$ cat src/rtl/vpw_link_consts.vh
`ifndef VPW_LINK_CONSTS_VH
`define VPW_LINK_CONSTS_VH

// register offsets
`define OFS_DELAY_COMP      3'h0
`define OFS_FIRST_CTRL      3'h1
`define OFS_SECOND_CTRL     3'h2
`define OFS_STATE_VECTOR    3'h3
`define OFS_LINK_DATA       3'h4
`define OFS_LINK_STATUS     3'h5

// field positions
`define BIT_XCVR_SELECT     6
`define BIT_IRQ_ENABLE      1
`define BIT_RX_QUAD_ENABLE  4
`define BIT_ST_TX_EMPTY     0
`define BIT_ST_RX_FRAME     1
`define BIT_ST_TX_BUSY      2

// reset values
`define RST_DELAY_COMP      8'h07
`define RST_FIRST_CTRL      8'h00
`define RST_SECOND_CTRL     8'h00

// state vector codes
`define SV_NONE             8'h00
`define SV_RX_FULL          8'h0C
`define SV_TX_EMPTY         8'h10
`define SV_ARB_LOST         8'h14
`define SV_CRC_ERR          8'h18
`define SV_SYMBOL_ERR       8'h1C

// crc
`define CRC_INIT            8'hFF
`define CRC_POLY            8'h1D
`define CRC_RESIDUE         8'hC4

// delay compensation: 0000 selects the base, each step adds one microsecond
`define DELAY_BASE_US       9

// timing, in microseconds except the clock period in picoseconds and the tick in clock cycles
`define CLK_PERIOD_PS       25000
`define TICK_US             1
`define TICK_CYCLES         ((`TICK_US * 1000000) / `CLK_PERIOD_PS)
`define ACT_MIN_US          34
`define SHORT_MAX_US        96
`define LONG_MAX_US         163
`define SOF_MAX_US          239
`define IFS_US              300
`define Q_ACT_MIN_US        8
`define Q_SHORT_MAX_US      24
`define Q_LONG_MAX_US       40
`define Q_SOF_MAX_US        59
`define TX_SHORT_US         64
`define TX_LONG_US          128
`define TX_SOF_US           200
`define TX_EOD_US           200
`define DRIVE_SLACK_US      4

`endif

$ cat src/rtl/vpw_bus_protocol_error_handler.v
// Summary of operation
// - never transmit quad rate; receive it if enabled
// - quad traffic ignored silently while enable clear
// - receive frames with unlimited data bytes
// - transmit while software keeps supplying bytes
// - own invalid bits or framing abort, code 1C
// - transmission error raises interrupt when enabled
// - residue not C4 after frame flags code 18
// - after crc error wait for next SOF
// - invalid symbol 1C; transmitting reports 14 first
// - off-boundary EOD or EOF is framing error
// - active seen during own EOD is framing error
// - never transmit while bus held active
// - undriveable bus: 1C, abort, await new command
// - recover from temporary faults without reset
// - BREAK raises 1C; vector read clears it
// - after BREAK wait idle, then SOF
// - controller never sends a BREAK
// - noise during transmit aborts, raises 1C
// - delay resets to 16us, range 9..24
// - delay register writable once, always readable
// - transceiver select 1 on-chip, 0 external
// - offset field maps linearly 9..24 us
// - interrupts reach cpu only with enable set
`timescale 1ns/100ps
`include "vpw_link_consts.vh"
`default_nettype none

module vpw_bus_protocol_error_handler (
  input  wire       core_clk,
  input  wire       sys_rst,
  input  wire [2:0] regAddr,
  input  wire [7:0] regWrData,
  input  wire       regWr,
  input  wire       regRd,
  output reg  [7:0] regRdData,
  input  wire       busRxIn,
  output reg        busTxOut,
  output wire       irqOut
);

  localparam RX_WAIT_IDLE = 2'd0;
  localparam RX_WAIT_SOF  = 2'd1;
  localparam RX_FRAME     = 2'd2;

  localparam TX_IDLE      = 2'd0;
  localparam TX_SOF       = 2'd1;
  localparam TX_BITS      = 2'd2;
  localparam TX_EOD       = 2'd3;

  localparam integer TICK_LAST_INT = `TICK_CYCLES - 1;
  localparam [5:0]   TICK_LAST     = TICK_LAST_INT[5:0];

  reg  [5:0] tickCnt_r;
  reg        usTick_r;
  reg        rxS1_r;
  reg        rxS2_r;
  reg        rxS3_r;
  reg        rxLevel_r;
  reg  [8:0] levelCnt_r;
  reg  [1:0] rxState_r;
  reg        frameQuad_r;
  reg  [2:0] rxBitCnt_r;
  reg  [7:0] rxShift_r;
  reg  [7:0] rxCrc_r;
  reg  [7:0] rxByte_r;
  reg  [1:0] txState_r;
  reg  [8:0] txCnt_r;
  reg  [7:0] txShift_r;
  reg  [2:0] txBitCnt_r;
  reg  [7:0] holdByte_r;
  reg        holdFull_r;
  reg  [7:0] delayComp_r;
  reg        delayWritten_r;
  reg  [7:0] firstCtrl_r;
  reg  [7:0] secondCtrl_r;
  reg        arbLost_r;
  reg        symErr_r;
  reg        crcErr_r;
  reg        rxFull_r;

  // combinational decode
  reg        edgeEv;
  reg        activeEnd;
  reg        passiveEnd;
  reg  [10:0] widthEff;
  reg        symInvalid;
  reg        symShort;
  reg        symLong;
  reg        sof1x;
  reg        sofQuad;
  reg        eodHit;
  reg        breakHit;
  reg        bitEv;
  reg        bitVal;
  reg  [7:0] crcNext;
  reg        rxSymErr;
  reg        rxFrameErr;
  reg        rxCrcBad;
  reg        rxByteDone;
  reg        txBusy;
  reg        txDriveFail;
  reg        txArbLoss;
  reg        txEodFail;
  reg        txAbort;
  reg  [8:0] txDur;
  reg  [7:0] svCode;
  reg        svRead;
  reg  [8:0] delayUs;

  wire rxQuadEnable = secondCtrl_r[`BIT_RX_QUAD_ENABLE];
  wire irqEnable    = firstCtrl_r[`BIT_IRQ_ENABLE];
  wire busIdle      = !rxLevel_r && (levelCnt_r >= 9'd`IFS_US);
  wire txEmptyShown = txBusy && !holdFull_r;

  // one-microsecond enable; all symbol timing counts these pulses
  always @(posedge core_clk or posedge sys_rst) begin
    if (sys_rst) begin
      tickCnt_r <= 6'h00;
      usTick_r  <= 1'b0;
    end else if (tickCnt_r == TICK_LAST) begin
      tickCnt_r <= 6'h00;
      usTick_r  <= 1'b1;
    end else begin
      tickCnt_r <= tickCnt_r + 6'd1;
      usTick_r  <= 1'b0;
    end
  end

  always @* begin
    edgeEv     = (rxS2_r == rxS3_r) && (rxS3_r != rxLevel_r);
    activeEnd  = edgeEv && rxLevel_r;
    passiveEnd = edgeEv && !rxLevel_r;
    // inside a quad frame widths are scaled up to the normal-rate scale
    widthEff   = frameQuad_r ? {levelCnt_r, 2'b00} : {2'b00, levelCnt_r};
    symInvalid = widthEff < 11'd`ACT_MIN_US;
    symShort   = !symInvalid && (widthEff < 11'd`SHORT_MAX_US);
    symLong    = (widthEff >= 11'd`SHORT_MAX_US) && (widthEff < 11'd`LONG_MAX_US);
    sof1x      = (levelCnt_r >= 9'd`LONG_MAX_US) && (levelCnt_r < 9'd`SOF_MAX_US);
    sofQuad    = (levelCnt_r >= 9'd`Q_LONG_MAX_US) && (levelCnt_r < 9'd`Q_SOF_MAX_US);
    eodHit     = usTick_r && !rxLevel_r && (rxState_r == RX_FRAME) &&
                 (levelCnt_r == (frameQuad_r ? 9'd`Q_LONG_MAX_US : 9'd`LONG_MAX_US) - 9'd1);
    breakHit   = usTick_r && rxLevel_r && (rxState_r != RX_WAIT_IDLE) &&
                 (levelCnt_r == 9'd`SOF_MAX_US - 9'd1);
    bitEv      = (rxState_r == RX_FRAME) && (activeEnd || passiveEnd) && (symShort || symLong);
    bitVal     = symLong ^ activeEnd;
    crcNext    = {rxCrc_r[6:0], 1'b0} ^ ((rxCrc_r[7] ^ bitVal) ? `CRC_POLY : 8'h00);
    rxSymErr   = (rxState_r == RX_FRAME) && edgeEv && !(symShort || symLong);
    rxFrameErr = eodHit && (rxBitCnt_r != 3'd0);
    rxCrcBad   = eodHit && (rxBitCnt_r == 3'd0) && (rxCrc_r != `CRC_RESIDUE);
    rxByteDone = bitEv && (rxBitCnt_r == 3'd7);
    txBusy     = (txState_r != TX_IDLE);
    delayUs    = 9'd`DELAY_BASE_US + {5'd0, delayComp_r[3:0]};
    txDur      = (txShift_r[7] ^ busTxOut) ? 9'd`TX_LONG_US : 9'd`TX_SHORT_US;
    txDriveFail = usTick_r && busTxOut && !rxLevel_r &&
                  (txCnt_r == delayUs + 9'd`DRIVE_SLACK_US);
    txArbLoss  = (txState_r == TX_BITS) && !busTxOut && rxLevel_r &&
                 (txCnt_r > delayUs + 9'd`DRIVE_SLACK_US);
    txEodFail  = (txState_r == TX_EOD) && rxLevel_r &&
                 (txCnt_r > delayUs + 9'd`DRIVE_SLACK_US);
    txAbort    = txBusy && (txDriveFail || txArbLoss || txEodFail || rxSymErr ||
                 rxFrameErr || breakHit);
    // loss of arbitration outranks the symbol code it queues in front of
    if (arbLost_r)
      svCode = `SV_ARB_LOST;
    else if (symErr_r)
      svCode = `SV_SYMBOL_ERR;
    else if (crcErr_r)
      svCode = `SV_CRC_ERR;
    else if (rxFull_r)
      svCode = `SV_RX_FULL;
    else if (txEmptyShown)
      svCode = `SV_TX_EMPTY;
    else
      svCode = `SV_NONE;
    svRead = regRd && (regAddr == `OFS_STATE_VECTOR);
  end

  // receive pin: three stages, a change counts once stages two and three agree
  always @(posedge core_clk or posedge sys_rst) begin
    if (sys_rst) begin
      rxS1_r     <= 1'b0;
      rxS2_r     <= 1'b0;
      rxS3_r     <= 1'b0;
      rxLevel_r  <= 1'b0;
      levelCnt_r <= 9'h000;
    end else begin
      rxS1_r <= busRxIn;
      rxS2_r <= rxS1_r;
      rxS3_r <= rxS2_r;
      if (edgeEv) begin
        rxLevel_r  <= rxS3_r;
        levelCnt_r <= 9'h000;
      end else if (usTick_r && (levelCnt_r != 9'h1FF)) begin
        levelCnt_r <= levelCnt_r + 9'd1;
      end
    end
  end

  // receiver
  always @(posedge core_clk or posedge sys_rst) begin
    if (sys_rst) begin
      rxState_r   <= RX_WAIT_IDLE;
      frameQuad_r <= 1'b0;
      rxBitCnt_r  <= 3'd0;
      rxShift_r   <= 8'h00;
      rxCrc_r     <= `CRC_INIT;
      rxByte_r    <= 8'h00;
    end else begin
      case (rxState_r)
        RX_WAIT_IDLE: begin
          if (busIdle)
            rxState_r <= RX_WAIT_SOF;
        end
        RX_WAIT_SOF: begin
          // quad-rate start is noise unless enabled: no flag, no byte
          if (activeEnd && (sof1x || (sofQuad && rxQuadEnable))) begin
            rxState_r   <= RX_FRAME;
            frameQuad_r <= !sof1x;
            rxBitCnt_r  <= 3'd0;
            rxCrc_r     <= `CRC_INIT;
          end
        end
        RX_FRAME: begin
          if (breakHit)
            rxState_r <= RX_WAIT_IDLE;
          else if (rxSymErr || eodHit)
            rxState_r <= RX_WAIT_SOF;
          else if (bitEv) begin
            // no byte limit: the frame runs until an EOD, a symbol error or a BREAK
            rxShift_r  <= {rxShift_r[6:0], bitVal};
            rxCrc_r    <= crcNext;
            rxBitCnt_r <= rxBitCnt_r + 3'd1;
            if (rxBitCnt_r == 3'd7)
              rxByte_r <= {rxShift_r[6:0], bitVal};
          end
        end
        default: rxState_r <= RX_WAIT_IDLE;
      endcase
      if (breakHit)
        rxState_r <= RX_WAIT_IDLE;
    end
  end

  // transmitter: longest active it ever drives is the SOF, so no BREAK is possible
  always @(posedge core_clk or posedge sys_rst) begin
    if (sys_rst) begin
      txState_r  <= TX_IDLE;
      txCnt_r    <= 9'h000;
      txShift_r  <= 8'h00;
      txBitCnt_r <= 3'd0;
      busTxOut   <= 1'b0;
      holdByte_r <= 8'h00;
      holdFull_r <= 1'b0;
    end else begin
      if (regWr && (regAddr == `OFS_LINK_DATA)) begin
        holdByte_r <= regWrData;
        holdFull_r <= 1'b1;
      end
      if (usTick_r && (txCnt_r != 9'h1FF))
        txCnt_r <= txCnt_r + 9'd1;
      if (txAbort) begin
        // pending byte dropped: only a fresh data write restarts the link
        txState_r  <= TX_IDLE;
        busTxOut   <= 1'b0;
        holdFull_r <= regWr && (regAddr == `OFS_LINK_DATA);
      end else begin
        case (txState_r)
          TX_IDLE: begin
            // a bus held active never reads idle, so a short to battery stalls here
            if (holdFull_r && busIdle && (rxState_r != RX_FRAME)) begin
              txState_r  <= TX_SOF;
              txShift_r  <= holdByte_r;
              holdFull_r <= 1'b0;
              busTxOut   <= 1'b1;
              txCnt_r    <= 9'h000;
            end
          end
          TX_SOF: begin
            if (usTick_r && (txCnt_r == 9'd`TX_SOF_US - 9'd1)) begin
              txState_r  <= TX_BITS;
              busTxOut   <= 1'b0;
              txBitCnt_r <= 3'd0;
              txCnt_r    <= 9'h000;
            end
          end
          TX_BITS: begin
            if (usTick_r && (txCnt_r == txDur - 9'd1)) begin
              busTxOut   <= !busTxOut;
              txCnt_r    <= 9'h000;
              txBitCnt_r <= txBitCnt_r + 3'd1;
              txShift_r  <= {txShift_r[6:0], 1'b0};
              if (txBitCnt_r == 3'd7) begin
                if (holdFull_r) begin
                  txShift_r  <= holdByte_r;
                  holdFull_r <= 1'b0;
                end else begin
                  txState_r <= TX_EOD;
                  busTxOut  <= 1'b0;
                end
              end
            end
          end
          TX_EOD: begin
            if (usTick_r && (txCnt_r == 9'd`TX_EOD_US - 9'd1))
              txState_r <= TX_IDLE;
          end
          default: txState_r <= TX_IDLE;
        endcase
      end
    end
  end

  // registers and sticky conditions; a new event wins over a clearing read
  always @(posedge core_clk or posedge sys_rst) begin
    if (sys_rst) begin
      delayComp_r    <= `RST_DELAY_COMP;
      delayWritten_r <= 1'b0;
      firstCtrl_r    <= `RST_FIRST_CTRL;
      secondCtrl_r   <= `RST_SECOND_CTRL;
      arbLost_r      <= 1'b0;
      symErr_r       <= 1'b0;
      crcErr_r       <= 1'b0;
      rxFull_r       <= 1'b0;
      regRdData      <= 8'h00;
    end else begin
      if (regWr && (regAddr == `OFS_DELAY_COMP) && !delayWritten_r) begin
        delayComp_r    <= regWrData & 8'h4F;
        delayWritten_r <= 1'b1;
      end
      if (regWr && (regAddr == `OFS_FIRST_CTRL))
        firstCtrl_r <= regWrData;
      if (regWr && (regAddr == `OFS_SECOND_CTRL))
        secondCtrl_r <= regWrData;
      arbLost_r <= (txBusy && (txArbLoss || rxSymErr)) ||
                   (arbLost_r && !(svRead && (svCode == `SV_ARB_LOST)));
      symErr_r  <= rxSymErr || rxFrameErr || breakHit || txDriveFail || txEodFail ||
                   (symErr_r && !(svRead && (svCode == `SV_SYMBOL_ERR)));
      crcErr_r  <= rxCrcBad || (crcErr_r && !(svRead && (svCode == `SV_CRC_ERR)));
      rxFull_r  <= rxByteDone || (rxFull_r && !(regRd && (regAddr == `OFS_LINK_DATA)));
      if (regRd) begin
        case (regAddr)
          `OFS_DELAY_COMP:   regRdData <= delayComp_r;
          `OFS_FIRST_CTRL:   regRdData <= firstCtrl_r;
          `OFS_SECOND_CTRL:  regRdData <= secondCtrl_r;
          `OFS_STATE_VECTOR: regRdData <= svCode;
          `OFS_LINK_DATA:    regRdData <= rxByte_r;
          `OFS_LINK_STATUS:  regRdData <= {5'd0, txBusy, (rxState_r == RX_FRAME), !holdFull_r};
          default:           regRdData <= 8'h00;
        endcase
      end else begin
        regRdData <= 8'h00;
      end
    end
  end

  // request stays up until every source is cleared; enable only gates it
  assign irqOut = irqEnable && (svCode != `SV_NONE);

endmodule

`default_nettype wire

$ cat config.mk
export PLATFORM = sky130hd
export DESIGN_NAME = vpw_bus_protocol_error_handler
export DESIGN_NICKNAME = d
export VERILOG_FILES = /design/src/rtl/vpw_bus_protocol_error_handler.v
export VERILOG_INCLUDE_DIRS = /design/src /design/src/rtl
export SDC_FILE = /design/constraint.sdc
export NUM_CORES = 1
export LEC_CHECK = 0
export BUFFER_PORTS_ARGS = -buffer_cell sky130_fd_sc_hd__buf_4
export CAP_MARGIN = 20
export CORE_MARGIN = 2
export CORE_UTILIZATION = 52
export DETAILED_ROUTE_END_ITERATION = 10
export PLACE_DENSITY = 0.72
export SYNTH_ARGS = -nofsm -noshare
export SYNTH_HDL_FRONTEND = slang
export SYNTH_SLANG_ARGS = --single-unit
$ cat constraint.sdc
create_clock -name core_clk -period 3.5 [get_ports core_clk]
set_clock_uncertainty 0.2 [all_clocks]
set_input_delay 0.525 -clock core_clk [delete_from_list [all_inputs] [get_ports core_clk]]
set_output_delay 0.525 -clock core_clk [all_outputs]
set_load 0.01 [all_outputs]
==> impl_metrics.toml <==
[outcome]
status = "completed"

[final_layout]
layout-drive-gt1-share_pct = 25.7
antenna_cells = 0
regArea_um2 = 2890
final_cell_mix = "dfrtp_1 (104), nor2_1 (79), mux2_2 (59)"
num-fill-cells = 878
final_core_util_pct = 61.8
final_common_cell = "dfrtp_1"
area_growth_pct = 16.4
multi_input_area_um2 = 2950
final_nets = 641

[sta]
tns_ns = 0
post-route-period-util_pct = 92.1
grt_setup_unrepaired = "false"
drv_slew = 0
clock.fmax_mhz = 310
worst_pin_slew_ns = 0.869
setup_viol = 0
period_needed_ns = 3.22
maxSlewHeadroom_pct = 41.8
hold_violations = 0

[clock_network]
cts.clk_slew.worst_paths_ns = 0.06
root_buffer = "clkbuf_16"
clkSinkCount = 115
clk_latency_ns = 0.41
clock_path_buffers = 2
cts_tree = "yes"
cts_buffers = 17
cts.htree.levels = 4
ctsResizeCount = 0
postCtsHoldBufs = 0
cts_setup_buffers = 0

[critical_path]
path_class = "flop to flop"
reg2reg_slack_ns = 0.28
cp.required_ns = 3.59
ff2ff_path_depth = 11
timing.critical_path.cells = "ha_1 > xor2_1 > ha_1 > a21o_1 > a311oi_2 > a211oi_1 > a211oi_2 > a31oi_1 > buf_4 > or2_1 > mux2_4"
path_max_fanout = 10
crit_arrival_ns = 3.32
max_stage_delay_ns = 0.56
cp-end-kind = "flop"
start_kind = "flop"
crit_top_cell = "ha_1"
crit_slowest_cell = "dfstp_2"
r2r_start = "delayComp_r[0]"
rr_endpoint = "txBitCnt_r[0]"

[grt]
grt_util_all_layers_pct = 21.6
antenna_found_initial = 0
grt_pass1_wl_mm = 21.8
grt_remaining_overflow = 0
grt_max_degree = 54
grt_pass1_vias = 4448

[floorplanning]
die-area_um2 = 12500
coreArea_um2 = 11400
fp.dieH_um = 112
initial_core_util_pct = 53.1
rows = 39
die_x_um = 112
num_io_pins = 26

[synthesis]
ys_ff_latch = 115
ys_seq_area_share_pct = 47.9
synthCells = 564
yosys.area.top_type_share_pct = 43.1
synth_edf_count = 0
synth_area_um2 = 6040
synth_cell_type_count = 68
syn_avg_cell_area_um2 = 10.7
synth.largest_area_cell = "dfrtp_1"
ys_warn_count = 0
synthTopCellsByArea = "dfrtp_1 (43%), mux2_2 (11%), ha_1 (5.4%), nor2_1 (4.9%), dfstp_2 (4.8%)"
synthFlopType = "dfrtp_1"
async_flop_share_pct = 100
synth_nets = 606

[routing]
first_iter_violations = 274
firstDrtPassIters = 5
drc_errors = 0
wl_per_cell_um = 16.8
vias = 4395
drtAntennaViolNets = 0
route.final.wire_length_mm = 12.7
vias_per_cell = 5.82

[placement]
dp_hpwl_mm = 8.69
io_buffers = 25
gp_congestion = 0.890

[power_and_ir_drop]
p_leak_nw = 3.23
irDropWorstVdd_mv = 0.375
power_density_nw_per_um2 = 497

[flow_run]
maxCapViolations = 0

[worst_hold_path]
hold_class = "input port to async pin"
==> sequential cells by signal (all words and copies together), names as in the netlist, 2 cells and up <==
name	flops
holdByte_r	8
rxCrc_r	8
txShift_r	8
firstCtrl_r	8
txState_r	2
delayComp_r	5
txCnt_r	9
rxByte_r	8
rxBitCnt_r	3
secondCtrl_r	8
levelCnt_r	9
rxShift_r	7
tickCnt_r	6
txBitCnt_r	3
regRdData	8
rxState_r	2
==> final cells by class <==
cell class / instances / share of cell area (%)
Inverter: 22 / 1.23
Clock inverter: 15 / 2.65
Multi-Input combinational cell: 403 / 41.9
Sequential cell: 115 / 41.1
Tap cell: 143 / 2.55
Clock buffer: 17 / 6.05
Timing Repair Buffer: 40 / 4.45
==> logic make-up after synthesis <==
kind of cell               after synthesis  synth area share, %
xor gates and xnor gates                25                 4.00
and+or+nand+nor                        183                 15.1
muxes                                   69                 12.7
buffers and inverters                   46                 3.32
AOI/OAI and AO/OA                      100                 11.5
DFF                                    115                 47.9
adders and majority gates               26                 5.39
==> stage by stage <==
stage                     area (µm²)  instances  hold WS, ns  total power (W)  setup WS, ns
after floorplan                 6040        564        0.131          0.00163         0.540
after global placement          6420        723        0.135          0.00170         0.370
after detailed placement        6420        723        0.141          0.00171         0.296
after CTS                       7030        755      0.00927          0.00352         0.269
after global routing            7030        755       0.0111          0.00361         0.109
final                           7030        755      0.00809          0.00349         0.277
==> synthesized netlist by cell type (all sizes together) (9+ instances only) <==
cell type and count:
o21ai 19, a21oi 25, nor2b 10, xor2 13, mux2i 9, nand2 23
clkbuf 10, ha 26, dfrtp 104, mux2 60, dfstp 11, xnor2 11
nand3 13, inv 22, nor3 11, buf 14, nor2 81
==> critical path: cells and delay by family, from the launching register on <==
family          cells  cell delay (ns)
mux                 1             0.26
compound gates      5             0.98
simple gates        1             0.26
flops               1             0.56
xor+xnor            1             0.16
buf+inv             1             0.22
fa+ha+maj           2             0.45
==> how the worst max path moves through the flow <==
stage	from	to	depth (start not counted)
2_1_floorplan	delayComp_r[0]	txBitCnt_r[0]	11
3_3_place_gp	delayComp_r[0]	txBitCnt_r[0]	11
3_5_place_dp	delayComp_r[0]	txBitCnt_r[0]	11
4_1_cts	delayComp_r[0]	txBitCnt_r[0]	11
5_1_grt	delayComp_r[0]	txBitCnt_r[0]	11
6_report	delayComp_r[0]	txBitCnt_r[0]	11
==> where the power goes <==
group / internal (W) / switching [W]
sequential: 0.00140 / 0.0000498
combinational: 0.000115 / 0.000115
clock: 0.00109 / 0.000718
total: 0.00261 / 0.000883
==> routing by layer <==
layer / GRT usage [%] / up-vias / part of all wire, %
met5: 0 / - / 0
met4: 6.09 / 0 / 1.1
met3: 4.95 / 11 / 4.4
met2: 34.8 / 121 / 49
met1: 29.5 / 2183 / 46
li1: - / 2080 / -
Power figures use the tool's default switching activity.
